[src/rct16_cfg.svh]
// Register offsets, reset values and timing counts of the reload/capture timer
`ifndef RCT16_CFG_SVH
`define RCT16_CFG_SVH
`define RCT16_OFF_CTRL 8'h00
`define RCT16_OFF_RCV 8'h04
`define RCT16_OFF_COUNT 8'h08
`define RCT16_OFF_STATUS 8'h0c
`define RCT16_OFF_CLEAR 8'h10
`define RCT16_OFF_IRQ_EN 8'h14
`define RCT16_CTRL_RUN 0
`define RCT16_CTRL_CAPTURE 1
`define RCT16_CTRL_COUNTER 2
`define RCT16_CTRL_UPDOWN 3
`define RCT16_CTRL_TRIG_EN 4
`define RCT16_CTRL_TRIG_RISE 5
`define RCT16_CTRL_RST 32'h0000_0000
`define RCT16_ST_OVF 0
`define RCT16_ST_UNF 1
`define RCT16_ST_TRIG 2
`define RCT16_ST_IRQ 3
`define RCT16_TIMER_DIV 4'hc
`define RCT16_CNT_MAX 16'hffff
`define RCT16_CNT_MIN 16'h0000
`endif

[src/rct16_pkg.sv]
// Types of the reload/capture timer
package rct16_pkg;
  typedef enum logic [1:0] {
    RCT16_OKAY = 2'b00,
    RCT16_SLVERR = 2'b10
  } rct16_resp_e;
endpackage : rct16_pkg

[src/rct16_timer.sv]
// Sixteen-bit reload/capture timer with AXI4-Lite register access
// Contract
// - Timer mode steps every twelve clocks
// - Counter mode counts count pin falling edges
// - Counter events at most one per 24; the logic here accepts one per two clocks
// - Plain reload mode counts up only
// - Reload on overflow, optionally trigger edge
// - Up reload value comes from register
// - Plain reload events raise interrupt
// - Up/down direction follows trigger pin level
// - Up/down mode raises no reload interrupt
// - Up/down upward reloads on overflow only
// - Down counting underflows at register value
// - Underflow reloads fixed FFFF
// - Capture mode counts from zero, wraps
// - Capture edge copies count into register
// - Capture mode interrupts on overflow, capture
//
// Chosen here: the address map and the AXI4-Lite slave port.
`timescale 1ns/100ps
`default_nettype none
`include "rct16_cfg.svh"
module rct16_timer (
  // Clock, reset, enable
  input wire logic aclk,
  input wire logic aresetn,
  input wire logic clk_en,
  // Write address
  input wire logic [7:0] s_axi_awaddr,
  input wire logic s_axi_awvalid,
  output logic s_axi_awready,
  // Write data
  input wire logic [31:0] s_axi_wdata,
  input wire logic [3:0] s_axi_wstrb,
  input wire logic s_axi_wvalid,
  output logic s_axi_wready,
  // Write response
  output logic [1:0] s_axi_bresp,
  output logic s_axi_bvalid,
  input wire logic s_axi_bready,
  // Read address
  input wire logic [7:0] s_axi_araddr,
  input wire logic s_axi_arvalid,
  output logic s_axi_arready,
  // Read data
  output logic [31:0] s_axi_rdata,
  output logic [1:0] s_axi_rresp,
  output logic s_axi_rvalid,
  input wire logic s_axi_rready,
  // Pins
  input wire logic ext_count_pin,
  input wire logic ext_trigger_pin,
  // Interrupt
  output logic irq
);

  logic [5:0] ctrl_reg;
  logic [15:0] reload_capture_value_reg;
  logic [15:0] count_reg;
  logic [3:0] status_reg;
  logic [3:0] irq_en_reg;
  logic [3:0] div_reg;
  logic [2:0] cnt_sync_reg;
  logic [2:0] trg_sync_reg;
  logic aw_hold_reg;
  logic w_hold_reg;
  logic [7:0] aw_addr_reg;
  logic [31:0] w_data_reg;
  logic [3:0] w_strb_reg;

  // Write a 32-bit word under byte strobes
  function automatic logic [31:0] strb_merge(input logic [31:0] old_v,
      input logic [31:0] new_v, input logic [3:0] strb);
    logic [31:0] r;
    r = old_v;
    for (int i = 0; i < 4; i++) begin
      if (strb[i]) begin
        r[i*8 +: 8] = new_v[i*8 +: 8];
      end
    end
    return r;
  endfunction : strb_merge

  // Decode a known register offset
  function automatic logic addr_ok(input logic [7:0] a);
    return (a == `RCT16_OFF_CTRL) || (a == `RCT16_OFF_RCV) ||
      (a == `RCT16_OFF_COUNT) || (a == `RCT16_OFF_STATUS) ||
      (a == `RCT16_OFF_CLEAR) || (a == `RCT16_OFF_IRQ_EN);
  endfunction : addr_ok

  // Match a completed write against one register offset
  function automatic logic wr_hit(input logic fire, input logic [7:0] a,
      input logic [7:0] off);
    return fire && (a == off);
  endfunction : wr_hit

  // Control field aliases
  logic run_on;
  logic mode_capture;
  logic mode_counter;
  logic updown_on;
  logic trig_en;
  logic trig_rise;
  assign run_on = ctrl_reg[`RCT16_CTRL_RUN];
  assign mode_capture = ctrl_reg[`RCT16_CTRL_CAPTURE];
  assign mode_counter = ctrl_reg[`RCT16_CTRL_COUNTER];
  assign updown_on = ctrl_reg[`RCT16_CTRL_UPDOWN];
  assign trig_en = ctrl_reg[`RCT16_CTRL_TRIG_EN];
  assign trig_rise = ctrl_reg[`RCT16_CTRL_TRIG_RISE];

  // Pin synchronisers, third stage holds the previous sample
  always_ff @(posedge aclk) begin
    if (!aresetn) begin
      cnt_sync_reg <= 3'h7;
      trg_sync_reg <= 3'h7;
    end else if (clk_en) begin
      cnt_sync_reg <= {cnt_sync_reg[1:0], ext_count_pin};
      trg_sync_reg <= {trg_sync_reg[1:0], ext_trigger_pin};
    end
  end

  logic cnt_fall;
  logic trg_level;
  logic trg_edge;
  assign cnt_fall = cnt_sync_reg[2] & ~cnt_sync_reg[1];
  assign trg_level = trg_sync_reg[1];
  logic trg_rise_seen;
  logic trg_fall_seen;
  assign trg_rise_seen = ~trg_sync_reg[2] & trg_sync_reg[1];
  assign trg_fall_seen = trg_sync_reg[2] & ~trg_sync_reg[1];
  assign trg_edge = trig_rise ? trg_rise_seen : trg_fall_seen;

  // Prescale by twelve in timer mode
  logic div_tick;
  assign div_tick = (div_reg == `RCT16_TIMER_DIV - 4'h1);
  always_ff @(posedge aclk) begin
    if (!aresetn) begin
      div_reg <= 4'h0;
    end else if (clk_en) begin
      if (!run_on || mode_counter || div_tick) begin
        div_reg <= 4'h0;
      end else begin
        div_reg <= div_reg + 4'h1;
      end
    end
  end

  // Count step; pin edges need one clock each level, so one per two clocks at most
  logic step;
  logic timer_step;
  logic pin_step;
  assign timer_step = !mode_counter && div_tick;
  assign pin_step = mode_counter && cnt_fall;
  assign step = run_on && (timer_step || pin_step);

  // Count engine events
  logic dir_down;
  logic at_max;
  logic at_floor;
  logic ev_ovf;
  logic ev_unf;
  logic ev_trig_reload;
  logic ev_capture;
  assign dir_down = !mode_capture && updown_on && !trg_level;
  assign at_max = (count_reg == `RCT16_CNT_MAX);
  assign at_floor = (count_reg == reload_capture_value_reg);
  assign ev_ovf = step && !dir_down && at_max;
  assign ev_unf = step && dir_down && at_floor;
  assign ev_trig_reload = run_on && !mode_capture && !updown_on &&
    trig_en && trg_edge;
  assign ev_capture = run_on && mode_capture && trg_edge;

  // Next count value
  logic [15:0] count_next;
  always_comb begin
    count_next = count_reg;
    if (ev_trig_reload) begin
      count_next = reload_capture_value_reg;
    end else if (ev_ovf) begin
      count_next = mode_capture ? `RCT16_CNT_MIN :
        reload_capture_value_reg;
    end else if (ev_unf) begin
      count_next = `RCT16_CNT_MAX;
    end else if (step) begin
      count_next = dir_down ? count_reg - 16'h1 : count_reg + 16'h1;
    end
  end

  // Bus write decode
  logic wr_fire;
  assign wr_fire = aw_hold_reg && w_hold_reg && !s_axi_bvalid;
  logic [31:0] wr_word;
  assign wr_word = strb_merge(32'h0, w_data_reg, w_strb_reg);

  // Per-register write strobes
  logic wr_ctrl;
  logic wr_rcv;
  logic wr_count;
  logic wr_clear;
  logic wr_irq_en;
  assign wr_ctrl = wr_hit(wr_fire, aw_addr_reg, `RCT16_OFF_CTRL);
  assign wr_rcv = wr_hit(wr_fire, aw_addr_reg, `RCT16_OFF_RCV);
  assign wr_count = wr_hit(wr_fire, aw_addr_reg, `RCT16_OFF_COUNT);
  assign wr_clear = wr_hit(wr_fire, aw_addr_reg, `RCT16_OFF_CLEAR);
  assign wr_irq_en = wr_hit(wr_fire, aw_addr_reg, `RCT16_OFF_IRQ_EN);

  // Strobe-merged images of the writable registers
  logic [31:0] count_wr_word;
  logic [31:0] rcv_wr_word;
  logic [31:0] ctrl_wr_word;
  assign count_wr_word = strb_merge({16'h0, count_reg}, w_data_reg,
    w_strb_reg);
  assign rcv_wr_word = strb_merge({16'h0, reload_capture_value_reg},
    w_data_reg, w_strb_reg);
  assign ctrl_wr_word = strb_merge({26'h0, ctrl_reg}, w_data_reg,
    w_strb_reg);

  // Count register; software write beats a count step
  always_ff @(posedge aclk) begin
    if (!aresetn) begin
      count_reg <= 16'h0000;
    end else if (clk_en) begin
      if (wr_count) begin
        count_reg <= count_wr_word[15:0];
      end else begin
        count_reg <= count_next;
      end
    end
  end

  // Reload/capture value register; capture wins over software write
  always_ff @(posedge aclk) begin
    if (!aresetn) begin
      reload_capture_value_reg <= 16'h0000;
    end else if (clk_en) begin
      if (ev_capture) begin
        reload_capture_value_reg <= count_reg;
      end else if (wr_rcv) begin
        reload_capture_value_reg <= rcv_wr_word[15:0];
      end
    end
  end

  // Control register
  always_ff @(posedge aclk) begin
    if (!aresetn) begin
      ctrl_reg <= 6'(`RCT16_CTRL_RST);
    end else if (clk_en && wr_ctrl) begin
      ctrl_reg <= ctrl_wr_word[5:0];
    end
  end

  // Interrupt enable register
  always_ff @(posedge aclk) begin
    if (!aresetn) begin
      irq_en_reg <= 4'h0;
    end else if (clk_en && wr_irq_en) begin
      irq_en_reg <= wr_word[3:0];
    end
  end

  // Sticky status flags; a new event beats a clear
  logic [3:0] ev_vec;
  logic [3:0] clr_vec;
  assign ev_vec[`RCT16_ST_OVF] = ev_ovf;
  assign ev_vec[`RCT16_ST_UNF] = ev_unf;
  assign ev_vec[`RCT16_ST_TRIG] = ev_trig_reload || ev_capture;
  logic irq_ev_plain;
  logic irq_ev_capture;
  assign irq_ev_plain = !mode_capture && !updown_on &&
    (ev_ovf || ev_trig_reload);
  assign irq_ev_capture = mode_capture && (ev_ovf || ev_capture);
  assign ev_vec[`RCT16_ST_IRQ] = irq_ev_plain || irq_ev_capture;
  assign clr_vec = wr_clear ? wr_word[3:0] : 4'h0;

  always_ff @(posedge aclk) begin
    if (!aresetn) begin
      status_reg <= 4'h0;
    end else if (clk_en) begin
      status_reg <= (status_reg & ~clr_vec) | ev_vec;
    end
  end

  always_ff @(posedge aclk) begin
    if (!aresetn) begin
      irq <= 1'b0;
    end else if (clk_en) begin
      irq <= |(status_reg & irq_en_reg);
    end
  end

  // Write address channel
  always_ff @(posedge aclk) begin
    if (!aresetn) begin
      aw_hold_reg <= 1'b0;
      aw_addr_reg <= 8'h00;
      s_axi_awready <= 1'b0;
    end else if (clk_en) begin
      s_axi_awready <= !aw_hold_reg && !(s_axi_awvalid && s_axi_awready);
      if (s_axi_awvalid && s_axi_awready) begin
        aw_hold_reg <= 1'b1;
        aw_addr_reg <= s_axi_awaddr;
      end else if (s_axi_bvalid && s_axi_bready) begin
        aw_hold_reg <= 1'b0;
      end
    end
  end

  // Write data channel
  always_ff @(posedge aclk) begin
    if (!aresetn) begin
      w_hold_reg <= 1'b0;
      w_data_reg <= 32'h0;
      w_strb_reg <= 4'h0;
      s_axi_wready <= 1'b0;
    end else if (clk_en) begin
      s_axi_wready <= !w_hold_reg && !(s_axi_wvalid && s_axi_wready);
      if (s_axi_wvalid && s_axi_wready) begin
        w_hold_reg <= 1'b1;
        w_data_reg <= s_axi_wdata;
        w_strb_reg <= s_axi_wstrb;
      end else if (s_axi_bvalid && s_axi_bready) begin
        w_hold_reg <= 1'b0;
      end
    end
  end

  // Write response channel
  always_ff @(posedge aclk) begin
    if (!aresetn) begin
      s_axi_bvalid <= 1'b0;
      s_axi_bresp <= 2'b00;
    end else if (clk_en) begin
      if (wr_fire) begin
        s_axi_bvalid <= 1'b1;
        s_axi_bresp <= addr_ok(aw_addr_reg) ? rct16_pkg::RCT16_OKAY :
          rct16_pkg::RCT16_SLVERR;
      end else if (s_axi_bvalid && s_axi_bready) begin
        s_axi_bvalid <= 1'b0;
      end
    end
  end

  // Read channel
  logic [31:0] rd_word;
  always_comb begin
    unique case (s_axi_araddr)
      `RCT16_OFF_CTRL: rd_word = {26'h0, ctrl_reg};
      `RCT16_OFF_RCV: rd_word = {16'h0, reload_capture_value_reg};
      `RCT16_OFF_COUNT: rd_word = {16'h0, count_reg};
      `RCT16_OFF_STATUS: rd_word = {28'h0, status_reg};
      `RCT16_OFF_IRQ_EN: rd_word = {28'h0, irq_en_reg};
      default: rd_word = 32'h0;
    endcase
  end

  always_ff @(posedge aclk) begin
    if (!aresetn) begin
      s_axi_arready <= 1'b0;
      s_axi_rvalid <= 1'b0;
      s_axi_rdata <= 32'h0;
      s_axi_rresp <= 2'b00;
    end else if (clk_en) begin
      s_axi_arready <= !s_axi_rvalid && !(s_axi_arvalid && s_axi_arready);
      if (s_axi_arvalid && s_axi_arready) begin
        s_axi_rvalid <= 1'b1;
        s_axi_rdata <= rd_word;
        s_axi_rresp <= addr_ok(s_axi_araddr) ? rct16_pkg::RCT16_OKAY :
          rct16_pkg::RCT16_SLVERR;
      end else if (s_axi_rvalid && s_axi_rready) begin
        s_axi_rvalid <= 1'b0;
      end
    end
  end

endmodule : rct16_timer
`default_nettype wire

[config.mk]
export PLATFORM = sky130hd
export DESIGN_NAME = rct16_timer
export DESIGN_NICKNAME = d
export VERILOG_FILES = /design/src/rct16_pkg.sv /design/src/rct16_timer.sv
export VERILOG_INCLUDE_DIRS = /design/src
export SDC_FILE = /design/constraint.sdc
export NUM_CORES = 1
export LEC_CHECK = 0
export BUFFER_PORTS_ARGS = -buffer_cell sky130_fd_sc_hd__buf_4
export CAP_MARGIN = 5
export CORE_MARGIN = 2
export CORE_UTILIZATION = 44
export CTS_CLUSTER_DIAMETER = 200
export DETAILED_ROUTE_END_ITERATION = 16
export SLEW_MARGIN = 10
export SYNTH_ARGS = -nofsm -noshare
export SYNTH_HDL_FRONTEND = slang
export SYNTH_SLANG_ARGS = --single-unit
[constraint.sdc]
create_clock -name aclk -period 4.7 [get_ports aclk]
set_clock_uncertainty 0.05 [all_clocks]
set_input_delay 0.47 -clock aclk [delete_from_list [all_inputs] [get_ports aclk]]
set_output_delay 0.47 -clock aclk [all_outputs]
set_load 0.01 [all_outputs]
Yosys cells after proc, flatten, opt, wreduce, memory -nomap -nowiden
Cells that the tools add are included.

storage, ports and cells
  flip-flop bits (word level) = 126
  latch bits = 0
  RAM bits = 0
  memory bits (read-only) = 0
  input port bits = 62
  output and inout port bits = 42
  memories = 0

operators by class
  add/subtract/negate cells = 3
  $mul = 0
  div/mod/pow operators = 0
  order comparisons = 0
  equal/unequal tests = 15
  shift operators = 0
  mux-type cells = 24
  bitwise gates (word level) = 10
  reductions and logical operators = 89

operator list
  kind                                                                   number
  16-bit 2-to-1 mux                                                      9
  16-bit case mux with 5 select lines                                    1
  1-bit logical AND                                                      35
  8-bit by 4-bit == test with 1-bit output (second input constant)       4
  8-bit by 5-bit == test with 1-bit output (second input constant)       4
  2-bit AND reduction                                                    9
  1-bit logical OR                                                       17
  16-bit by 1-bit adder with 16-bit output (second input constant)       1
  16-bit == test                                                         1
  16-bit == test (second input constant)                                 1
  8-bit by 3-bit == test with 1-bit output (second input constant)       2
  8-bit logical NOT                                                      2
  8-bit 2-to-1 mux                                                       2
  16-bit by 1-bit subtractor with 16-bit output (second input constant)  1
  2-bit nonzero test                                                     7
  1-bit logical NOT                                                      13
  4-bit 2-to-1 mux                                                       3
  3-bit AND reduction                                                    4
  4-bit AND                                                              2
  1-bit 2-to-1 mux                                                       7
  5-bit nonzero test                                                     1
  4-bit by 1-bit adder with 4-bit output (second input constant)         1
  4-bit == test (second input constant)                                  1
  2-bit 2-to-1 mux                                                       2
  6 further kinds                                                        11

Logic depth before layout (Yosys ltp)
Gate-level depths: netlist of the first run.

  depth after elaboration = 11
  mapped depth = 10

Worst setup path after synthesis of the first run
No wires, ideal clock.

  path type = register to register
  from = register ctrl_reg[1]
  to = register count_reg[14]
  data arrival time = 3.720 ns
  path slack = 0.812 ns
  stages on the path, launching flop included = 10
  buffers on the path = 1
  clock period less this slack = 3.888 ns
  cells stage by stage = dfxtp_1 buf_6 nor3b_1 ha_1 or4_1 o2111ai_1 a21oi_1 or4_1 a211o_1 a32o_1

on the way
  word-level cells in the longest chain between the ends = 9
  elaborated cells between the ends (all ways) = 21
  those cells by class = mux (7); reduce/logical (14)

RTL lines
  what                                                           line                                    source
  from (decl)                                                    rct16_timer.sv:57                       logic [5:0] ctrl_reg;
  from (signal assigned)                                         rct16_timer.sv:247                      ctrl_reg <= 6'(`RCT16_CTRL_RST);
  from (signal assigned)                                         rct16_timer.sv:249                      ctrl_reg <= ctrl_wr_word[5:0];
  1-bit logical NOT                                              rct16_timer.sv:164, rct16_timer.sv:169
  1-bit logical AND (2 in a row)                                 rct16_timer.sv:164                      assign dir_down = !mode_capture && updown_on && !trg_level;
  16-bit 2-to-1 mux (tied with other cells)                      rct16_timer.sv:185                      count_next = dir_down ? count_reg - 16'h1 : count_reg + 16'h1;
  16-bit 2-to-1 mux (tied with other cells)                      rct16_timer.sv:184                      end else if (step) begin
  16-bit 2-to-1 mux / 1-bit logical AND (equally long branches)  rct16_timer.sv:182, rct16_timer.sv:167
  16-bit 2-to-1 mux                                              rct16_timer.sv:179                      end else if (ev_ovf) begin
  16-bit 2-to-1 mux                                              rct16_timer.sv:177                      if (ev_trig_reload) begin
  16-bit 2-to-1 mux                                              rct16_timer.sv:223                      if (wr_count) begin
  to (signal assigned)                                           rct16_timer.sv:224                      count_reg <= count_wr_word[15:0];
  to (signal assigned)                                           rct16_timer.sv:226                      count_reg <= count_next;
  to (decl)                                                      rct16_timer.sv:59                       logic [15:0] count_reg;

Parallel ways exist; a longest one is shown, timed or not. The select of a mux whose other input is x is not followed.
A chain may end at the register's enable or synchronous reset.

Final worst setup path of the first run
Ends and elaborated chain as after synthesis.

==> results of run 1 <==
## cell type report
type                            instances  area (um2)  share of cell area
Inverter                               14        52.6             0.00738
Sequential cell                       108        2160               0.303
Multi-Input combinational cell        621        3860               0.542
Tap cell                              180         225              0.0316
Clock inverter                          4        51.3             0.00720
Timing Repair Buffer                   72         541              0.0759
Clock buffer                           10         229              0.0321
## layer usage
layer | global-route usage | wire length (um) | vias to the layer above | share of wire
met5 | 0 | 0 | - | 0
met4 | 0.0597 | 377 | 0 | 0.021
met3 | 0.0444 | 1280 | 31 | 0.070
met2 | 0.393 | 8510 | 240 | 0.46
met1 | 0.329 | 8170 | 2842 | 0.45
li1 | - | - | 2927 | -
## report_power, final
part           internal [uW]  switching (uW)  total, uW
logic                   49.2            64.4        114
registers                929            14.6        943
clock network            409             340        749
total                   1390             419       1810
## Yosys cell counts, drive strengths merged (3+ instances only)
cell / n
nand2: 114
a41oi: 3
mux2: 3
a21oi: 75
or3: 3
o211ai: 11
nand4: 11
nor3b: 3
nand4b: 4
a31oi: 5
or4: 6
a211oi: 26
a211o: 3
inv: 13
nand3: 10
nor4: 9
o21ai: 47
a32o: 4
nor2b: 6
a21o: 7
ha: 15
and2: 13
nand2b: 3
nor2: 68
dfxtp: 108
nor3: 14
o211a: 8
xor2: 19
and3: 9
clkbuf: 34
mux2i: 33
a22oi: 16
buf: 27
a22o: 4
xnor2: 6
a311oi: 5
a221oi: 4
## stage by stage
step | setup slack, ns | cell area, um2 | hold slack [ns]
after global routing | 1.30 | 7120 | 0.292
after detailed placement | 1.53 | 6840 | 0.401
after floorplan | 0.812 | 6410 | 0.383
final | 1.48 | 7120 | 0.286
after CTS | 1.53 | 7120 | 0.285
after global placement | 1.58 | 6840 | 0.394
## worst min-delay path: stages
cell and delay, ns:
buf_4 0.07, mux2i_1 0.05, nand2_1 0.06
## final timing paths
kind                               start                           end  slack, ns  cells past startpoint
max             ctrl_reg[1]$_SDFFE_PN0P_    count_reg[14]$_SDFFE_PN0P_       1.48                      9
min                        ext_count_pin  cnt_sync_reg[0]$_SDFFE_PN1P_       0.29                      3
max reg2reg     ctrl_reg[1]$_SDFFE_PN0P_    count_reg[14]$_SDFFE_PN0P_       1.48                      9
min reg2reg  aw_addr_reg[7]$_SDFFE_PN0P_   aw_addr_reg[7]$_SDFFE_PN0P_       0.41                      2
## cell families after synthesis
group | share of synthesized area
buffers and inverters | 0.0623
other | 0.000591
AND/OR/NAND/NOR | 0.223
flip-flops | 0.341
AO/OA/AOI/OAI | 0.249
multiplexers | 0.0574
XOR/XNOR | 0.0345
adder cells (fa/ha/maj) | 0.0327
==> flow_summary.ini, run 1 <==
[cells_and_area]
final_cell_mix = 114 x nand2_1, 108 x dfxtp_1, 74 x a21oi_1, 72 x buf_4, 68 x nor2_1
drive_gt1_frac = 0.131
area_delta_synth_final_pct = 12.2
antenna_cells = 0
post-route-util = 0.509
finalNonFillerCells = 1009
fill_cells = 1387
final_common_cell = nand2_1
nNetsFinal = 904

[detailed_routing]
ant_nets = 0
vias = 6040
viasPerCell = 5.99
drtIter0Drc = 549
wl_um = 18300
drc_errors = 0
avgRoutedWirePerCell_um = 18.2
drtPass1Iterations = 5

[power]
finalPower_uw = 1810
power_density_mw_per_mm2 = 253
p_leak_uw = 0.00290
vdd.ir_drop.worst_mv = 0.179

[floorplan]
die_h_um = 124
ios = 104
coreArea_mm2 = 0.0140
fp.dieArea_mm2 = 0.0154
initial_core_util = 0.454
die_w_um = 124
rows = 43

[setup_path]
path_delay_family = compound AO/OA/AOI/OAI gates
crit_path_cell_trace = nor3b_2 -> buf_4 -> fa_1 -> a21oi_1 -> o211a_1 -> nor4_1 -> or4_1 -> a211o_1 -> a32o_1
path_class = reg -> reg
slowest_stage = dfxtp_1
end_kind = register
cp.buffers_inverters = 1
max_stage_delay_ns = 0.61
arrival_ns = 3.41
critical_path_required_ns = 4.89
crit_fanout = 18
critical_path.startpoint_type = register

[sta]
slew_violations = 0
fin_crit_sh = 0.685
hold_violations = 0
rsz0062_at_grt = no
clock.fmax_mhz = 311
min_period_ns = 3.22
maxSlewHeadroom = 0.300
setup_viol = 0
worst_pin_slew_ns = 1.05
tns_ns = 0

[synth]
avgSynthCellArea_um2 = 8.07
ys.flop_type = dfxtp_1
synth_edf_count = 0
yosysUniqueCellTypes = 76
synth_top_area_share = 0.341
synthArstFlopShare = 0
yosys_register_bits = 108
yosys_warnings = 0
synth_area_leader_cell = dfxtp_1
synth_area_mm2 = 0.00635
ys_seq_area_frac = 0.341
synth_cells = 787
synthTopCellsByArea = dfxtp_1 34%, nand2_1 6.7%, a21oi_1 5.9%, mux2i_1 5.2%, nor2_1 4.0%

[cts]
cts-root-buf = clkbuf_16
cts_tree = yes
clk_latency_ns = 0.35
cts.path.max_buffers = 2
post_cts_buffers = 0
cts_hold_buffers = 0
cts_resized = 0
cts_htree_levels = 3
path_clk_slew_ns = 0.07
cts_buffers = 9
cts.sinks = 108

[global_route]
antenna_found_initial = 0
grt.total_usage = 0.241
grt_max_degree = 53
grt_pass1_wl_um = 28800
grt.overflow.total = 0
grt_pass1_vias = 5470

[placed_design]
dp_hpwl_um = 13700
io_buffers = 67
dp_cells = 995
place_congestion = 0.903

[hold_path]
hold_path_class = in -> reg

[outcome]
outcome = complete, no violations

[run]
maxCapViolCount = 0
Note: power is estimated with default switching activity, not from simulation.
==> inputs of run 2 (changes only) <==
clock period = 3 ns   (was 4.7 ns; I/O delays follow)
==> flow_summary.ini, run 2 (synthesis gave the netlist of run 1 again) <==
[cts]
cts_tree = yes
cts_hold_buffers = 0
cts_htree_levels = 3
clk_latency_ns = 0.36
cts.sinks = 108
path_clk_slew_ns = 0.07
post_cts_buffers = 0
cts-root-buf = clkbuf_16
cts.path.max_buffers = 2
cts_resized = 0
cts_buffers = 9

[sta]
setup_viol = 0
min_period_ns = 2.87
slew_violations = 0
clock.fmax_mhz = 348
hold_violations = 0
maxSlewHeadroom = 0.468
fin_crit_sh = 0.958
rsz0062_at_grt = no
worst_pin_slew_ns = 0.793
hold_ws_ns = 0.0992

[power]
power_density_mw_per_mm2 = 385
vdd.ir_drop.worst_mv = 0.354
internal_power_uw = 2200
seqPwrFrac = 0.511
switching_power_uw = 690
comb_power_share = 0.062
clkPwrFrac = 0.427
switching_share = 0.238
p_leak_uw = 0.00316

[global_route]
grt_max_degree = 36
grt.total_usage = 0.257
antenna_found_initial = 0
grt.overflow.total = 0
grt_pass1_wl_um = 29900
grt_pass1_vias = 5599

[detailed_routing]
avgRoutedWirePerCell_um = 18.6
viasPerCell = 5.89
wl_um = 19600
drtPass1Iterations = 5
vias = 6224
ant_nets = 0
drtIter0Drc = 618
drc_errors = 0

[setup_path]
path_delay_family = compound AO/OA/AOI/OAI gates
cp.buffers_inverters = 1
path_class = reg -> reg
arrival_ns = 3.07
critical_path.startpoint_type = register
max_stage_delay_ns = 0.39
critical_path_required_ns = 3.20
end_kind = register
crit_path_cell_trace = nor3b_4 -> buf_12 -> ha_1 -> a211oi_1 -> o211ai_1 -> and3_2 -> a311o_2 -> or4_1 -> o311a_1
slowest_stage = or4_1
crit_fanout = 18

[cells_and_area]
area_delta_synth_final_pct = 18.4
nNetsFinal = 950
final_cell_mix = 117 x buf_4, 114 x nand2_1, 108 x dfxtp_1, 75 x a21oi_1, 68 x nor2_1
drive_gt1_frac = 0.180
antenna_cells = 0
post-route-util = 0.537
final_common_cell = buf_4

[floorplan]
initial_core_util = 0.454
coreArea_mm2 = 0.0140
die_h_um = 124
die_w_um = 124
fp.dieArea_mm2 = 0.0154
rows = 43
ios = 104

[placed_design]
io_buffers = 67
dp_hpwl_um = 14700
place_congestion = 0.917

[run]
maxCapViolCount = 0

[outcome]
outcome = complete, no violations

[hold_path]
hold_path_class = in -> reg
## run 2: path summary, 6_finish.rpt
check                                             startpoint                            to  slack [ns]  cells after the start
worst max-delay path            trg_sync_reg[1]$_SDFFE_PN1P_     count_reg[9]$_SDFFE_PN0P_        0.13                      9
worst min-delay path                         ext_trigger_pin  trg_sync_reg[0]$_SDFFE_PN1P_         0.1                      3
worst max register to register  trg_sync_reg[1]$_SDFFE_PN1P_     count_reg[9]$_SDFFE_PN0P_        0.13                      9
worst min register to register   aw_addr_reg[5]$_SDFFE_PN0P_   aw_addr_reg[5]$_SDFFE_PN0P_        0.41                      2
## run 2: power groups by stage
stage	Clock [uW]	Sequential, uW	Combinational [uW]
2_1_floorplan	0	1510	121
3_3_place_gp	0	1510	177
3_5_place_dp	0	1510	180
4_1_cts	1240	1480	181
5_1_grt	1300	1480	200
6_report	1240	1480	180
## run 2: area by class of cell
| class | count | area [um2] |
|---|---|---|
| multi-input combinational | 621 | 3880 |
| clock buffer | 10 | 239 |
| timing repair buffer | 118 | 898 |
| tap | 180 | 225 |
| clock inverter | 6 | 62.6 |
| inverter | 14 | 52.6 |
| sequential | 108 | 2160 |
| fill | 1359 | 6470 |
## run 2: worst reg2reg max path, delay by kind of cell (launching register included)
kind / cells / cell delay, ns
AOI/OAI and AO/OA: 4 / 1.02
and+or+nand+nor: 3 / 0.88
DFF: 1 / 0.33
adders and majority gates: 1 / 0.29
buffers and inverters: 1 / 0.19
## run 2: routing by layer
| layer | up-vias | part of all wire | wire [um] | track usage |
|---|---|---|---|---|
| met5 | - | 0 | 0 | 0 |
| met4 | 0 | 0.023 | 446 | 0.0702 |
| met3 | 31 | 0.074 | 1450 | 0.0641 |
| met2 | 263 | 0.44 | 8700 | 0.399 |
| met1 | 2916 | 0.46 | 9020 | 0.354 |
| li1 | 3014 | - | - | - |
## run 2: through the flow
step                std cells  setup TNS (ns)  power [uW]  worst slack, ns  cell area (um2)
finish                   1057               0        2890            0.125             7520
CTS                      1057               0        2900            0.127             7520
floorplan                 804         -0.0193        1630          -0.0128             6440
global placement         1041               0        1690            0.200             7220
global route             1057               0        2980           0.0150             7520
detailed placement       1041               0        1690            0.158             7220
